`src/pkg/tefb_consts.svh`:
```
/*
  Register offsets, field positions and reset values of the timer
  event flag bank. Assumes inclusion by bare name from design files.
*/
`ifndef TEFB_CONSTS_SVH
`define TEFB_CONSTS_SVH
// Register byte offsets
`define TEFB_OFS_FLAGS     12'h010
`define TEFB_OFS_MASK      12'h018
`define TEFB_OFS_CFG       12'h01C
`define TEFB_OFS_CHA_CV    12'h034
`define TEFB_OFS_MCHA_CV   12'h044
// Flag bit positions
`define TEFB_BIT_UPD       0
`define TEFB_BIT_CH0       1
`define TEFB_BIT_CMT       5
`define TEFB_BIT_TRG       6
`define TEFB_BIT_BRK       7
`define TEFB_BIT_OF0       9
`define TEFB_BIT_MCH0      20
// Implemented flag bits
`define TEFB_FLAG_MASK     32'h0010_1EFF
// Reset values
`define TEFB_RST_FLAGS     32'h0000_0000
`define TEFB_RST_MASK      32'h0000_0000
`define TEFB_RST_CFG       32'h0000_0000
// Config bit positions
`define TEFB_CFG_PAUSE     0
`define TEFB_CFG_TRGPOL    1
`define TEFB_CFG_INMODE    4
`define TEFB_CFG_MINMODE   8
`endif

```
`src/pkg/tefb_pkg.sv`:
```
/*
  Types of the timer event flag bank.
  Assumes the consts header for numbers.
*/
package tefb_pkg;
  // Events from the timer core, one-cycle pulses except the break and trigger levels
  typedef struct packed {
    logic [3:0] chan_capture;   // Capture event per channel
    logic [3:0] chan_compare;   // Compare match per channel
    logic       mchan_capture;  // Multi-mode channel a capture
    logic       mchan_compare;  // Multi-mode channel a compare
    logic       commutation;    // Commutation event
    logic       update;         // Update event
    logic       brk_level;      // Break input active level
    logic       trig_in;        // Raw trigger input level
  } tefb_events_t;
endpackage

```
`src/rtl/tefb_flag_bank.sv`:
```
/*
  Timer event flag bank: sticky event flags with APB access,
  interrupt mask and one interrupt output.
  Assumes event pulses from the timer core, synchronous to pclk.
*/
// Notes on behaviour
// - Capture on set chan a flag sets overcapture
// - Channels b-d overcapture flags behave alike
// - Break sets flag; clear only when inactive
// - Trigger event sets sticky trigger flag
// - Pause mode: both trigger edges count
// - Commutation event sets sticky flag
// - Chan a flag on capture or compare
// - Reading chan a capture value in input mode clears flag
// - Channels b-d event flags set alike; only a software write clears them
// - Update event sets sticky update flag
// - Multi chan flag reads one after event
// - Multi capture value read in input mode clears its flag
`timescale 1ns/100ps
`include "tefb_consts.svh"
module tefb_flag_bank
(
  input  wire logic                 pclk,      // APB clock
  input  wire logic                 presetn,   // Async reset, low
  input  wire logic                 psel,      // APB select
  input  wire logic                 penable,   // APB enable
  input  wire logic                 pwrite,    // APB direction
  input  wire logic [11:0]          paddr,     // APB byte address
  input  wire logic [31:0]          pwdata,    // APB write data
  input  wire logic [3:0]           pstrb,     // APB byte strobes
  input  wire tefb_pkg::tefb_events_t events,  // Timer core events
  input  wire logic [31:0]          cha_cv,    // Chan a capture value
  input  wire logic [31:0]          mcha_cv,   // Multi chan a capture value
  output logic [31:0]               prdata,    // APB read data
  output logic                      pready,    // APB ready
  output logic                      pslverr,   // APB error
  output logic                      irq        // Interrupt, high level
);
  import tefb_pkg::*;

  logic [31:0] flags_q;   // Event flags
  logic [31:0] flags_d;   // Next flags
  logic [31:0] mask_q;    // Interrupt mask
  logic [31:0] cfg_q;     // Mode configuration
  logic [31:0] set_v;     // Hardware set terms
  logic [31:0] clr_v;     // Software clear terms
  logic [3:0]  cap_ev;    // Capture events gated by input mode
  logic [3:0]  cmp_ev;    // Compare events gated by output mode
  logic        trig_ev;   // Trigger event pulse
  logic        m_cap;     // Multi chan capture in input mode
  logic        acc;       // Access phase
  logic        wr_ok;     // Full word write
  logic        rd_acc;    // Read access
  logic        bad;       // Unmapped or partial write

  // Address decode, used for both read and write
  function automatic logic mapped(input logic [11:0] a);
    mapped = (a == `TEFB_OFS_FLAGS) || (a == `TEFB_OFS_MASK) ||
             (a == `TEFB_OFS_CFG) || (a == `TEFB_OFS_CHA_CV) ||
             (a == `TEFB_OFS_MCHA_CV);
  endfunction

  // Trigger edge selection
  tefb_trig_edge u_trig
  (
    .pclk    (pclk),
    .presetn (presetn),
    .trig_in (events.trig_in),
    .pause   (cfg_q[`TEFB_CFG_PAUSE]),
    .pol_low (cfg_q[`TEFB_CFG_TRGPOL]),
    .trig_ev (trig_ev)
  );

  // Bus phase decode
  assign acc    = psel && penable && !pready;
  assign bad    = !mapped(paddr) || (pwrite && pstrb != 4'hF);
  assign wr_ok  = acc && pwrite && !bad;
  assign rd_acc = acc && !pwrite && !bad;

  // Per-channel mode gating
  genvar g;
  generate
    for (g = 0; g < 4; g++)
    begin : g_chan
      assign cap_ev[g] = events.chan_capture[g] && cfg_q[`TEFB_CFG_INMODE + g];
      assign cmp_ev[g] = events.chan_compare[g] && !cfg_q[`TEFB_CFG_INMODE + g];
      // Capture/compare flag set
      assign set_v[`TEFB_BIT_CH0 + g] = cap_ev[g] || cmp_ev[g];
      // Overcapture while flag still set
      assign set_v[`TEFB_BIT_OF0 + g] = cap_ev[g] && flags_q[`TEFB_BIT_CH0 + g];
    end
  endgenerate

  assign m_cap = events.mchan_capture && cfg_q[`TEFB_CFG_MINMODE];

  // Remaining hardware set terms, one driver per bit slice
  assign set_v[`TEFB_BIT_UPD]  = events.update;
  assign set_v[`TEFB_BIT_CMT]  = events.commutation;
  assign set_v[`TEFB_BIT_TRG]  = trig_ev;
  assign set_v[`TEFB_BIT_BRK]  = events.brk_level;
  assign set_v[8]              = 1'b0;
  assign set_v[19:13]          = 7'h00;
  assign set_v[`TEFB_BIT_MCH0] = m_cap || (events.mchan_compare && !cfg_q[`TEFB_CFG_MINMODE]);
  assign set_v[31:21]          = 11'h000;

  // Software and read side-effect clears
  always_comb
  begin
    clr_v = 32'h0000_0000;
    if (wr_ok && paddr == `TEFB_OFS_FLAGS)
      clr_v = ~pwdata & `TEFB_FLAG_MASK;
    if (events.brk_level)
      clr_v[`TEFB_BIT_BRK] = 1'b0;
    if (rd_acc && paddr == `TEFB_OFS_CHA_CV && cfg_q[`TEFB_CFG_INMODE])
      clr_v[`TEFB_BIT_CH0] = 1'b1;
    if (rd_acc && paddr == `TEFB_OFS_MCHA_CV && cfg_q[`TEFB_CFG_MINMODE])
      clr_v[`TEFB_BIT_MCH0] = 1'b1;
  end

  // Set beats clear
  assign flags_d = ((flags_q & ~clr_v) | set_v) & `TEFB_FLAG_MASK;

  // Flag register
  always_ff @(posedge pclk or negedge presetn)
    if (!presetn)
      flags_q <= `TEFB_RST_FLAGS;
    else
      flags_q <= flags_d;

  // Mask and config registers
  always_ff @(posedge pclk or negedge presetn)
    if (!presetn)
    begin
      mask_q <= `TEFB_RST_MASK;
      cfg_q  <= `TEFB_RST_CFG;
    end
    else if (wr_ok)
    begin
      if (paddr == `TEFB_OFS_MASK)
        mask_q <= pwdata & `TEFB_FLAG_MASK;
      if (paddr == `TEFB_OFS_CFG)
        cfg_q <= pwdata & 32'h0000_01F3;
    end

  // APB answer, one wait state
  always_ff @(posedge pclk or negedge presetn)
    if (!presetn)
    begin
      pready  <= 1'b0;
      pslverr <= 1'b0;
      prdata  <= 32'h0000_0000;
    end
    else
    begin
      pready  <= acc;
      pslverr <= acc && bad;
      if (rd_acc)
      begin
        case (paddr)
          `TEFB_OFS_FLAGS:   prdata <= flags_q;
          `TEFB_OFS_MASK:    prdata <= mask_q;
          `TEFB_OFS_CFG:     prdata <= cfg_q;
          `TEFB_OFS_CHA_CV:  prdata <= cha_cv;
          `TEFB_OFS_MCHA_CV: prdata <= mcha_cv;
          default:           prdata <= 32'h0000_0000;
        endcase
      end
      else
        prdata <= 32'h0000_0000;
    end

  // Interrupt output
  always_ff @(posedge pclk or negedge presetn)
    if (!presetn)
      irq <= 1'b0;
    else
      irq <= |(flags_d & mask_q);

  // Checks
  overcap_set_a: assert property (@(posedge pclk) disable iff (!presetn)
    cap_ev[0] && flags_q[`TEFB_BIT_CH0] |=> flags_q[`TEFB_BIT_OF0])
    else $error("overcapture a not set");
  overcap_d_a: assert property (@(posedge pclk) disable iff (!presetn)
    cap_ev[3] && flags_q[4] |=> flags_q[12])
    else $error("overcapture d not set");
  brk_hold_a: assert property (@(posedge pclk) disable iff (!presetn)
    events.brk_level |=> flags_q[`TEFB_BIT_BRK])
    else $error("break flag not held");
  trg_set_a: assert property (@(posedge pclk) disable iff (!presetn)
    trig_ev |=> flags_q[`TEFB_BIT_TRG])
    else $error("trigger flag not set");
  cmt_set_a: assert property (@(posedge pclk) disable iff (!presetn)
    events.commutation |=> flags_q[`TEFB_BIT_CMT])
    else $error("commutation flag not set");
  ch_cmp_a: assert property (@(posedge pclk) disable iff (!presetn)
    cmp_ev[1] |=> flags_q[2])
    else $error("channel b flag not set");
  cv_read_a: assert property (@(posedge pclk) disable iff (!presetn)
    rd_acc && paddr == `TEFB_OFS_CHA_CV && cfg_q[`TEFB_CFG_INMODE] && !cap_ev[0]
    |=> !flags_q[`TEFB_BIT_CH0])
    else $error("cv read did not clear");
  mcv_read_a: assert property (@(posedge pclk) disable iff (!presetn)
    rd_acc && paddr == `TEFB_OFS_MCHA_CV && cfg_q[`TEFB_CFG_MINMODE] && !set_v[20]
    |=> !flags_q[`TEFB_BIT_MCH0])
    else $error("multi cv read did not clear");
  upd_set_a: assert property (@(posedge pclk) disable iff (!presetn)
    events.update |=> flags_q[0])
    else $error("update flag not set");
  wr_one_a: assert property (@(posedge pclk) disable iff (!presetn)
    wr_ok && paddr == `TEFB_OFS_FLAGS && pwdata[0] && flags_q[0] |=> flags_q[0])
    else $error("write one changed flag");
  mch_set_a: assert property (@(posedge pclk) disable iff (!presetn)
    m_cap |=> flags_q[`TEFB_BIT_MCH0])
    else $error("multi flag not set");

  // Overcapture on channels b and c
  overcap_b_a: assert property (@(posedge pclk) disable iff (!presetn)
    cap_ev[1] && flags_q[2] |=> flags_q[10])
    else $error("overcapture b not set");
  // Channel c overcapture
  overcap_c_a: assert property (@(posedge pclk) disable iff (!presetn)
    cap_ev[2] && flags_q[3] |=> flags_q[11])
    else $error("overcapture c not set");
  // Overcapture stays quiet without a second capture
  of_quiet_a: assert property (@(posedge pclk) disable iff (!presetn)
    !flags_q[`TEFB_BIT_OF0] && !set_v[`TEFB_BIT_OF0] |=> !flags_q[`TEFB_BIT_OF0])
    else $error("overcapture a set spuriously");
  // Overcapture held until software clears
  of_sticky_a: assert property (@(posedge pclk) disable iff (!presetn)
    flags_q[9] && !(wr_ok && paddr == `TEFB_OFS_FLAGS && !pwdata[9]) |=> flags_q[9])
    else $error("overcapture a lost");

  // Channel a capture sets its flag
  ch_a_cap_a: assert property (@(posedge pclk) disable iff (!presetn)
    cap_ev[0] |=> flags_q[`TEFB_BIT_CH0])
    else $error("channel a capture lost");
  // Channel a compare sets its flag
  ch_a_cmp_a: assert property (@(posedge pclk) disable iff (!presetn)
    cmp_ev[0] |=> flags_q[`TEFB_BIT_CH0])
    else $error("channel a compare lost");
  // Channel b capture
  ch_b_cap_a: assert property (@(posedge pclk) disable iff (!presetn)
    cap_ev[1] |=> flags_q[2])
    else $error("channel b capture lost");
  // Channel c capture
  ch_c_cap_a: assert property (@(posedge pclk) disable iff (!presetn)
    cap_ev[2] |=> flags_q[3])
    else $error("channel c capture lost");
  // Channel d capture
  ch_d_cap_a: assert property (@(posedge pclk) disable iff (!presetn)
    cap_ev[3] |=> flags_q[4])
    else $error("channel d capture lost");
  // Channel c compare
  ch_c_cmp_a: assert property (@(posedge pclk) disable iff (!presetn)
    cmp_ev[2] |=> flags_q[3])
    else $error("channel c compare lost");
  // Channel d compare
  ch_d_cmp_a: assert property (@(posedge pclk) disable iff (!presetn)
    cmp_ev[3] |=> flags_q[4])
    else $error("channel d compare lost");
  // Read side effect only in input mode
  cv_out_mode_a: assert property (@(posedge pclk) disable iff (!presetn)
    rd_acc && paddr == `TEFB_OFS_CHA_CV && !cfg_q[`TEFB_CFG_INMODE] && flags_q[1]
    |=> flags_q[1])
    else $error("cv read cleared in output mode");

  // Reserved positions never hold a one
  rsvd_zero_a: assert property (@(posedge pclk) disable iff (!presetn)
    (flags_q & ~`TEFB_FLAG_MASK) == 32'h0000_0000)
    else $error("reserved flag bit set");
  // Write zero clears the update flag
  wr_zero_a: assert property (@(posedge pclk) disable iff (!presetn)
    wr_ok && paddr == `TEFB_OFS_FLAGS && !pwdata[0] && !events.update |=> !flags_q[0])
    else $error("write zero kept update flag");
  // Write zero clears the commutation flag
  wr_zero_cmt_a: assert property (@(posedge pclk) disable iff (!presetn)
    wr_ok && paddr == `TEFB_OFS_FLAGS && !pwdata[5] && !events.commutation
    |=> !flags_q[5])
    else $error("write zero kept commutation flag");
  // Set beats a write clear
  set_wins_a: assert property (@(posedge pclk) disable iff (!presetn)
    wr_ok && paddr == `TEFB_OFS_FLAGS && !pwdata[0] && events.update |=> flags_q[0])
    else $error("clear beat update set");
  // Set beats a read side-effect clear
  cv_set_wins_a: assert property (@(posedge pclk) disable iff (!presetn)
    rd_acc && paddr == `TEFB_OFS_CHA_CV && cap_ev[0] |=> flags_q[`TEFB_BIT_CH0])
    else $error("read clear beat capture");

  // Break flag clears once input inactive
  brk_clr_a: assert property (@(posedge pclk) disable iff (!presetn)
    !events.brk_level && wr_ok && paddr == `TEFB_OFS_FLAGS && !pwdata[7] |=> !flags_q[7])
    else $error("break flag not cleared");
  // Trigger flag sticky
  trg_sticky_a: assert property (@(posedge pclk) disable iff (!presetn)
    flags_q[6] && !(wr_ok && paddr == `TEFB_OFS_FLAGS && !pwdata[6]) |=> flags_q[6])
    else $error("trigger flag lost");
  // Commutation flag sticky
  cmt_sticky_a: assert property (@(posedge pclk) disable iff (!presetn)
    flags_q[5] && !(wr_ok && paddr == `TEFB_OFS_FLAGS && !pwdata[5]) |=> flags_q[5])
    else $error("commutation flag lost");
  // Update flag sticky
  upd_sticky_a: assert property (@(posedge pclk) disable iff (!presetn)
    flags_q[0] && !(wr_ok && paddr == `TEFB_OFS_FLAGS && !pwdata[0]) |=> flags_q[0])
    else $error("update flag lost");
  // Multi chan compare in output mode
  mch_cmp_a: assert property (@(posedge pclk) disable iff (!presetn)
    events.mchan_compare && !cfg_q[`TEFB_CFG_MINMODE] |=> flags_q[`TEFB_BIT_MCH0])
    else $error("multi compare lost");
  // Multi chan flag stays zero without an event
  mch_quiet_a: assert property (@(posedge pclk) disable iff (!presetn)
    !flags_q[`TEFB_BIT_MCH0] && !set_v[`TEFB_BIT_MCH0] |=> !flags_q[`TEFB_BIT_MCH0])
    else $error("multi flag set spuriously");

  // Interrupt follows unmasked flags
  irq_on_a: assert property (@(posedge pclk) disable iff (!presetn)
    |(flags_d & mask_q) |=> irq)
    else $error("interrupt not raised");
  // Interrupt drops with no unmasked flag
  irq_off_a: assert property (@(posedge pclk) disable iff (!presetn)
    !(|(flags_d & mask_q)) |=> !irq)
    else $error("interrupt not dropped");
  // Ready is a one-cycle pulse
  pready_pulse_a: assert property (@(posedge pclk) disable iff (!presetn)
    pready |=> !pready)
    else $error("ready held too long");
  // Error only with ready
  slverr_ready_a: assert property (@(posedge pclk) disable iff (!presetn)
    pslverr |-> pready)
    else $error("error without ready");
  // Partial writes are refused
  strb_err_a: assert property (@(posedge pclk) disable iff (!presetn)
    acc && pwrite && pstrb != 4'hF |=> pslverr)
    else $error("partial write not refused");
  // Read data is zero outside the answer
  rdata_idle_a: assert property (@(posedge pclk) disable iff (!presetn)
    !pready |-> prdata == 32'h0000_0000)
    else $error("read data outside answer");
endmodule

```
`src/rtl/tefb_trig_edge.sv`:
```
/*
  Trigger edge detector: active edge, or both edges in pause mode.
  Assumes trigger level synchronous to pclk.
*/
`timescale 1ns/100ps
module tefb_trig_edge
(
  input  wire logic pclk,     // Clock
  input  wire logic presetn,  // Async reset, low
  input  wire logic trig_in,  // Trigger level
  input  wire logic pause,    // Pause mode, both edges
  input  wire logic pol_low,  // Active edge is falling
  output logic      trig_ev   // One-cycle trigger event
);
  logic trig_q;  // Previous trigger level

  // Remember last level
  always_ff @(posedge pclk or negedge presetn)
    if (!presetn)
      trig_q <= 1'b0;
    else
      trig_q <= trig_in;

  // Edge select
  always_comb
  begin
    if (pause)
      trig_ev = trig_q ^ trig_in;
    else if (pol_low)
      trig_ev = trig_q & ~trig_in;
    else
      trig_ev = ~trig_q & trig_in;
  end

  pause_both_a: assert property (@(posedge pclk) disable iff (!presetn)
    pause && ($past(trig_in) != trig_in) |-> trig_ev)
    else $error("pause edge missed");
endmodule

```
`config.mk`:
```
export PLATFORM = sky130hd
export DESIGN_NAME = tefb_flag_bank
export DESIGN_NICKNAME = d
export VERILOG_FILES = /design/src/pkg/tefb_pkg.sv /design/src/rtl/tefb_flag_bank.sv /design/src/rtl/tefb_trig_edge.sv
export VERILOG_INCLUDE_DIRS = /design/src /design/src/pkg
export SDC_FILE = /design/constraint.sdc
export NUM_CORES = 1
export LEC_CHECK = 0
export ABC_AREA = 1
export ABC_CLOCK_PERIOD_IN_PS = 3000
export BUFFER_PORTS_ARGS = -buffer_cell sky130_fd_sc_hd__buf_4
export CAP_MARGIN = 10
export CORE_MARGIN = 5
export CORE_UTILIZATION = 40
export CTS_BUF_LIST = sky130_fd_sc_hd__clkbuf_8
export DETAILED_ROUTE_END_ITERATION = 10
export PLACE_DENSITY = 0.76
export SETUP_SLACK_MARGIN = 0.1
export SYNTH_ARGS = -nofsm -noshare
export SYNTH_HDL_FRONTEND = slang
export SYNTH_SLANG_ARGS = --single-unit
```
`constraint.sdc`:
```
create_clock -name pclk -period 3 [get_ports pclk]
set_input_delay 0.3 -clock pclk [delete_from_list [all_inputs] [get_ports pclk]]
set_output_delay 0.3 -clock pclk [all_outputs]
set_load 0.03 [all_outputs]
```
==> results of run 1 <==
## layout by cell type, fill, tap and decap left out
cell and instances:
buf_4 153, nand2_1 128, dfrtp_1 69, inv_1 37, nor2_1 26, a21oi_1 26, o21ai_0 11, o21ai_1 11
a22o_1 10, a221oi_1 10, clkbuf_8 10, nand3_1 9, a31oi_1 7, mux2_4 6, inv_2 5, nor2_2 4
nor2_4 3, nand3_2 3, nand4_1 3, o21ai_2 2, mux2_2 2, ha_1 2, bufinv_16 2, clkinvlp_4 2
a21o_1 1, o211ai_1 1, mux2i_1 1, nor3_2 1, clkinv_4 1
## power by group through the flow
stage	clock network [W]	logic (W)	registers, W
2_1_floorplan	0	0.0000261	0.000954
3_3_place_gp	0	0.000168	0.000951
3_5_place_dp	0	0.000173	0.000951
4_1_cts	0.000861	0.000173	0.000933
5_1_grt	0.000899	0.000190	0.000933
6_report	0.000837	0.000171	0.000933
## metal layers
layer	vias to the layer above	GRT usage (%)
met2	121	33.7
met4	0	6.44
met1	1499	24.1
met5	-	0
li1	1578	-
met3	6	4.89
## state kept, by name, indices dropped and copies added (netlist names)
register / flops
prdata: 32
irq: 1
u_trig.trig_q: 1
pslverr: 1
pready: 1
mask_q: 13
flags_q: 13
cfg_q: 7
## stage by stage
stage | instance area (um^2) | std cells
after global routing | 4770 | 651
final | 4770 | 651
after detailed placement | 4540 | 635
after global placement | 4540 | 635
after CTS | 4770 | 651
after floorplan | 3350 | 392
## synthesized netlist by cell type
library cell,n
a21o_1,1
a21oi_1,26
a221oi_1,10
a22o_1,10
a31oi_1,7
buf_2,9
buf_4,1
buf_6,2
clkbuf_1,3
dfrtp_1,69
ha_1,2
inv_1,36
inv_2,5
mux2_2,2
mux2_4,6
mux2i_1,1
nand2_1,128
nand3_1,9
nand3_2,3
nand4_1,3
nor2_1,26
nor2_2,4
nor2_4,3
nor3_2,1
o211ai_1,1
o21ai_0,11
o21ai_1,11
o21ai_2,2
## area by class of cell
cell class	count	area [um^2]	area share, %
inverter	41	154	3.23
timing repair buffer	153	1150	24.1
clock buffer	10	138	2.89
tap	105	131	2.76
multi-input combinational	267	1380	29.0
sequential	69	1730	36.2
clock inverter	6	87.6	1.84
## worst min path at each step
stage | from | end | slack (ps) | cells after the start
after global routing | events[0] | u_trig.trig_q$_DFF_PN0_ | 70 | 1
after detailed placement | events[0] | u_trig.trig_q$_DFF_PN0_ | 430 | 1
after floorplan | presetn | cfg_q[0]$_DFFE_PN0P_ | 4 | 0
final | presetn | prdata[10]$_DFF_PN0_ | 40 | 1
after CTS | events[0] | u_trig.trig_q$_DFF_PN0_ | 70 | 1
after global placement | events[0] | u_trig.trig_q$_DFF_PN0_ | 430 | 1
## worst max-delay path, cell delays in order, from the launching register on
cell     delay [ps]
dfrtp_1         390
nor2_2          150
inv_1           120
nor2_1          130
nand3_2         310
o21ai_0         260
nand2_1         100
nand2_1          90
nand2_1          50
a21oi_1         140
nand3_1          90
## cell families (layout without fill, tap and decap cells)
| family | after synthesis | after routing | share of synthesized area (%) |
|---|---|---|---|
| buffers and inverters | 56 | 210 | 7.18 |
| AND/OR/NAND/NOR | 177 | 177 | 22.1 |
| adder cells (fa/ha/maj) | 2 | 2 | 0.748 |
| multiplexers | 9 | 9 | 3.66 |
| flip-flops | 69 | 69 | 51.6 |
| AO/OA/AOI/OAI | 79 | 79 | 14.7 |
==> impl_metrics.yaml, run 1 <==
run_status:
  run_status: "completed"
timing:
  period_needed_ps: 1960
  setup_tns_ps: 0
  fmax_mhz: 511
  rsz0062_at_grt: "false"
  clock_skew_ps: 8.62
  setup_viol: 0
  finalHoldViolations: 0
  finalWorstSetupSlack_ps: 1040
  fin_crit_sh_pct: 65.2
  relSlewSlack_pct: 41.3
  tightest_slew_ps: 879
  slew_viol_final: 0
  hold_ws_ps: 37.4
layout:
  finish.utilization_pct: 58.3
  final_layout_size_suffix_gt1_share_pct: 35.5
  fillers: 748
  fin_nets: 674
  syn_to_final_growth_pct: 42.4
  diodes: 0
clock_network:
  cts_root_buffer: "clkbuf_8"
  holdBufCountCts: 0
  cts_max_level: 3
  clk_latency_ps: 340
  clock_sinks: 69
  cts_tree: "done"
  clk_pin_slew_ps: 80
  cts_setup_buffers: 0
  post_cts_resized: 0
  cts_inserted_buffers: 9
  cts.path.max_buffers: 2
yosys:
  yosysSeqAreaShare_pct: 51.6
  syn_area_um2: 3350
  synth_top_area_share_pct: 51.6
  syn_avg_cell_area_um2: 8.54
  syn-num-nets: 525
  synth_warnings: 0
  synth.distinct_cells: 28
  ys_seq_elements: 69
  yosys.area.top_type: "dfrtp_1"
  ys_top_cells_by_area: "dfrtp_1, nand2_1, inv_1, a21oi_1, nor2_1"
  netlist_instances: 392
routing:
  topRoutingLayerUsed: "met4"
  wl_met1_mm: 3.90
  drtIter0Drc: 156
  dr_total_vias: 3204
  wl_per_cell_um: 15.0
  dr_wl_met2_mm: 5.04
  dr.pass1.iters: 4
  antenna_left: 0
  post_drt_via_cell_ratio: 4.92
  drc_errors: 0
  routed_wl_mm: 9.76
  dr_wl_met3_um: 735
setup_path:
  worst_setup_path_endpoint: "irq$_DFF_PN0_"
  worstPathMaxFanout: 11
  required_ps: 3220
  critPathKind: "register to register"
  cp.arrival_ps: 2180
  timing.rr.end: "irq$_DFF_PN0_"
  end_kind: "register"
  startpoint: "pready$_DFF_PN0_"
  r2r_slack_ps: 1040
  timing.rr.start: "pready$_DFF_PN0_"
  reg2regPathDepth: 10
  crit_path_start_kind: "register"
floorplanning:
  rows: 33
  io_pins: 166
  die-height_um: 101
  chipWidth_um: 101
  start_util_pct: 40.9
  core_region_area_um2: 8180
  die_area_um2: 10300
power_and_ir_drop:
  p_clk_share_pct: 43.1
  powerDensity_nw_per_um2: 407
  power.leakage_nw: 2.41
  power_w: 0.00194
  sw_frac_of_total_pct: 21.5
  power_frac_comb_pct: 8.8
  p_seq_share_pct: 48.1
  p_sw_w: 0.000418
  cell_internal_pwr_w: 0.00152
  vdd_drop_max_uv: 262
grt:
  grt_pass1_vias: 3342
  overflow: 0
  groute.usage.overall_pct: 19.6
  grt_pass1_wl_mm: 15.6
  antenna_found_initial: 0
  grt_max_degree: 70
place:
  preCtsSetupSlack_ps: 760
  port_buffers: 147
  hpwlAfterDp_mm: 7.45
  globalplace.congestion: 0.836
run:
  cap_violations: 0
min_path:
  worst_hold_path_type: "input pin to async pin"
(Power assumes the default switching activity.)
==> run 2, diff against run 1 <==
ABC_CLOCK_PERIOD_IN_PS = 1900   (was 3000)
clock period = 1.9 ns   (was 3 ns; I/O delays follow)
==> run 2 against run 1 <==
  * Worst setup slack lost 880 ps
  * Power up 54%
  * Clock-buffer cell count is 1 higher
  * Register-to-register slack worse by 760 ps
  * Core utilization grew 2.0 points
  * Die area is the same
  * Clock power grew 47%
  * Largest cell class unchanged
==> impl_metrics.yaml, run 2 (synthesis results as in run 1) <==
routing:
  drc_errors: 0
  post_drt_via_cell_ratio: 5.00
  routed_wl_mm: 9.81
  drtIter0Drc: 131
  wl_per_cell_um: 14.7
  antenna_left: 0
  dr_total_vias: 3328
  dr.pass1.iters: 4
place:
  port_buffers: 147
  globalplace.congestion: 0.839
  placed_area_um2: 4680
  hpwlAfterDp_mm: 7.67
grt:
  grt_pass1_vias: 3331
  top_usage_layer: "met2"
  grt_pass1_wl_mm: 15.7
  grt_max_degree: 37
  groute.usage.overall_pct: 19.6
  use_met3_pct: 5.17
  grt_util_met2_pct: 34.5
  overflow: 0
  antenna_found_initial: 0
  met1_usage_pct: 24.2
layout:
  fin_nets: 689
  fillers: 712
  reg_top3: "prdata x32, flags_q x13, mask_q x13"
  postLayoutCellArea_um2: 4930
  max_flop_register: "prdata"
  diodes: 0
  syn_to_final_growth_pct: 47.4
  mostFrequentLayoutCells: "buf_4, nand2_1, dfrtp_1"
  largest_reg_flops: 32
  layout_commonest_cell: "buf_4"
  final_layout_size_suffix_gt1_share_pct: 37.4
clock_network:
  clock_sinks: 69
  cts_max_level: 3
  cts_tree: "done"
  clk_pin_slew_ps: 70
  clk_latency_ps: 340
  cts_inserted_buffers: 9
  cts.path.max_buffers: 2
  cts_root_buffer: "clkbuf_8"
floorplanning:
  die-height_um: 101
  core_region_area_um2: 8180
  io_pins: 166
  die_area_um2: 10300
  rows: 33
  start_util_pct: 40.9
  chipWidth_um: 101
power_and_ir_drop:
  vdd_drop_max_uv: 394
  power_w: 0.00299
  powerDensity_nw_per_um2: 605
  power.leakage_nw: 2.50
  p_seq_share_pct: 49.4
  cell_internal_pwr_w: 0.00233
  p_clk_share_pct: 41.1
  p_sw_w: 0.000660
  sw_frac_of_total_pct: 22.1
  power_frac_comb_pct: 9.6
timing:
  fmax_mhz: 577
  clock_skew_ps: 7.40
  setup_viol: 0
  slew_viol_final: 0
  tightest_slew_ps: 435
  setup_tns_ps: 0
  rsz0062_at_grt: "false"
  period_needed_ps: 1730
  fin_crit_sh_pct: 91.2
  relSlewSlack_pct: 71.0
  finalHoldViolations: 0
setup_path:
  critPathSlowestCell: "dlygate4sd3_1"
  end_kind: "register"
  path_buf_inv: 3
  cp_cell_sequence: "dlygate4sd3_1, buf_4, inv_1, ha_1, mux2_2, o21ai_1, nand2_1, nand2_1, nand2_1, nor3_2, nand3_1"
  crit_family: "buffers and inverters"
  critPathKind: "input pin to register"
  cp.arrival_ps: 1960
  worstPathMaxFanout: 3
  crit_path_start_kind: "input pin"
  slowest_delay_ps: 540
  cp_common_cell: "nand2_1"
  required_ps: 2130
min_path:
  worst_hold_path_type: "input pin to register"
run:
  cap_violations: 0
run_status:
  run_status: "completed"
## run 2: changes by cell type in the layout (fill, tap and decap cells not counted), sizes merged
cell	delta
buf	+13
clkinvlp	-1
dlygate4sd3	+2
inv	+1
bufinv	-1
clkbuf	+1
## run 2: through the flow
stage / utilization [%] / hold WS, ps / std cells / worst slack (ps)
final: 60.3 / 54.1 / 666 / 167
after global routing: 60.3 / 48.6 / 666 / 91.1
after CTS: 60.1 / 40.3 / 665 / 139
after detailed placement: 57.3 / 161 / 647 / 82.2
after global placement: 57.3 / 158 / 647 / 92.5
after floorplan: - / -106 / 392 / 190
## run 2: what timing repair did
action,4_1_cts,5_1_grt
hold buffers,2,0
endpoints found under the hold margin,34,0
setup buffers,0,1
endpoints found under the setup margin,0,1
gates resized for setup,0,7
## run 2: worst paths after layout
path | startpoint | depth (start not counted) | end | slack, ps
min in group asynchronous | presetn | 2 | prdata[2]$_DFF_PN0_ | 320
max in group asynchronous | presetn | 3 | u_trig.trig_q$_DFF_PN0_ | 1030
hold reg to reg | flags_q[12]$_DFF_PN0_ | 2 | flags_q[12]$_DFF_PN0_ | 510
setup / recovery | events[0] | 11 | irq$_DFF_PN0_ | 170
hold / removal | events[1] | 2 | flags_q[7]$_DFF_PN0_ | 50
setup reg to reg | pready$_DFF_PN0_ | 11 | irq$_DFF_PN0_ | 280
## run 2: layout make-up
type,instances,area [um^2],share of cell area [%]
repair buffers,168,1320,26.8
multi-input cells,267,1390,28.1
inverters,41,154,3.12
clock inverters,5,58.8,1.19
clock buffers,11,151,3.07
well taps,105,131,2.66
flip-flops and latches,69,1730,35.0
## run 2: power by group through the flow
| stage | registers [W] | logic, W | clock network (W) |
|---|---|---|---|
| 4_1_cts | 0.00147 | 0.000286 | 0.00126 |
| 5_1_grt | 0.00147 | 0.000316 | 0.00132 |
| 2_1_floorplan | 0.00151 | 0.0000413 | 0 |
| 6_report | 0.00147 | 0.000286 | 0.00123 |
| 3_5_place_dp | 0.00150 | 0.000282 | 0 |
| 3_3_place_gp | 0.00150 | 0.000276 | 0 |
## run 2: worst register-to-register path: cells and delay by family (launching register included)
| kind | cells | cell delay [ps] |
|---|---|---|
| and+or+nand+nor | 8 | 780 |
| DFF | 1 | 390 |
| buffers and inverters | 2 | 210 |
| AOI/OAI and AO/OA | 1 | 120 |
## run 2: metal layers
metal	routed length [um]	vias up
li1	-	1617
met1	3830	1571
met2	5150	131
met3	759	9
met4	75	0
met5	0	-
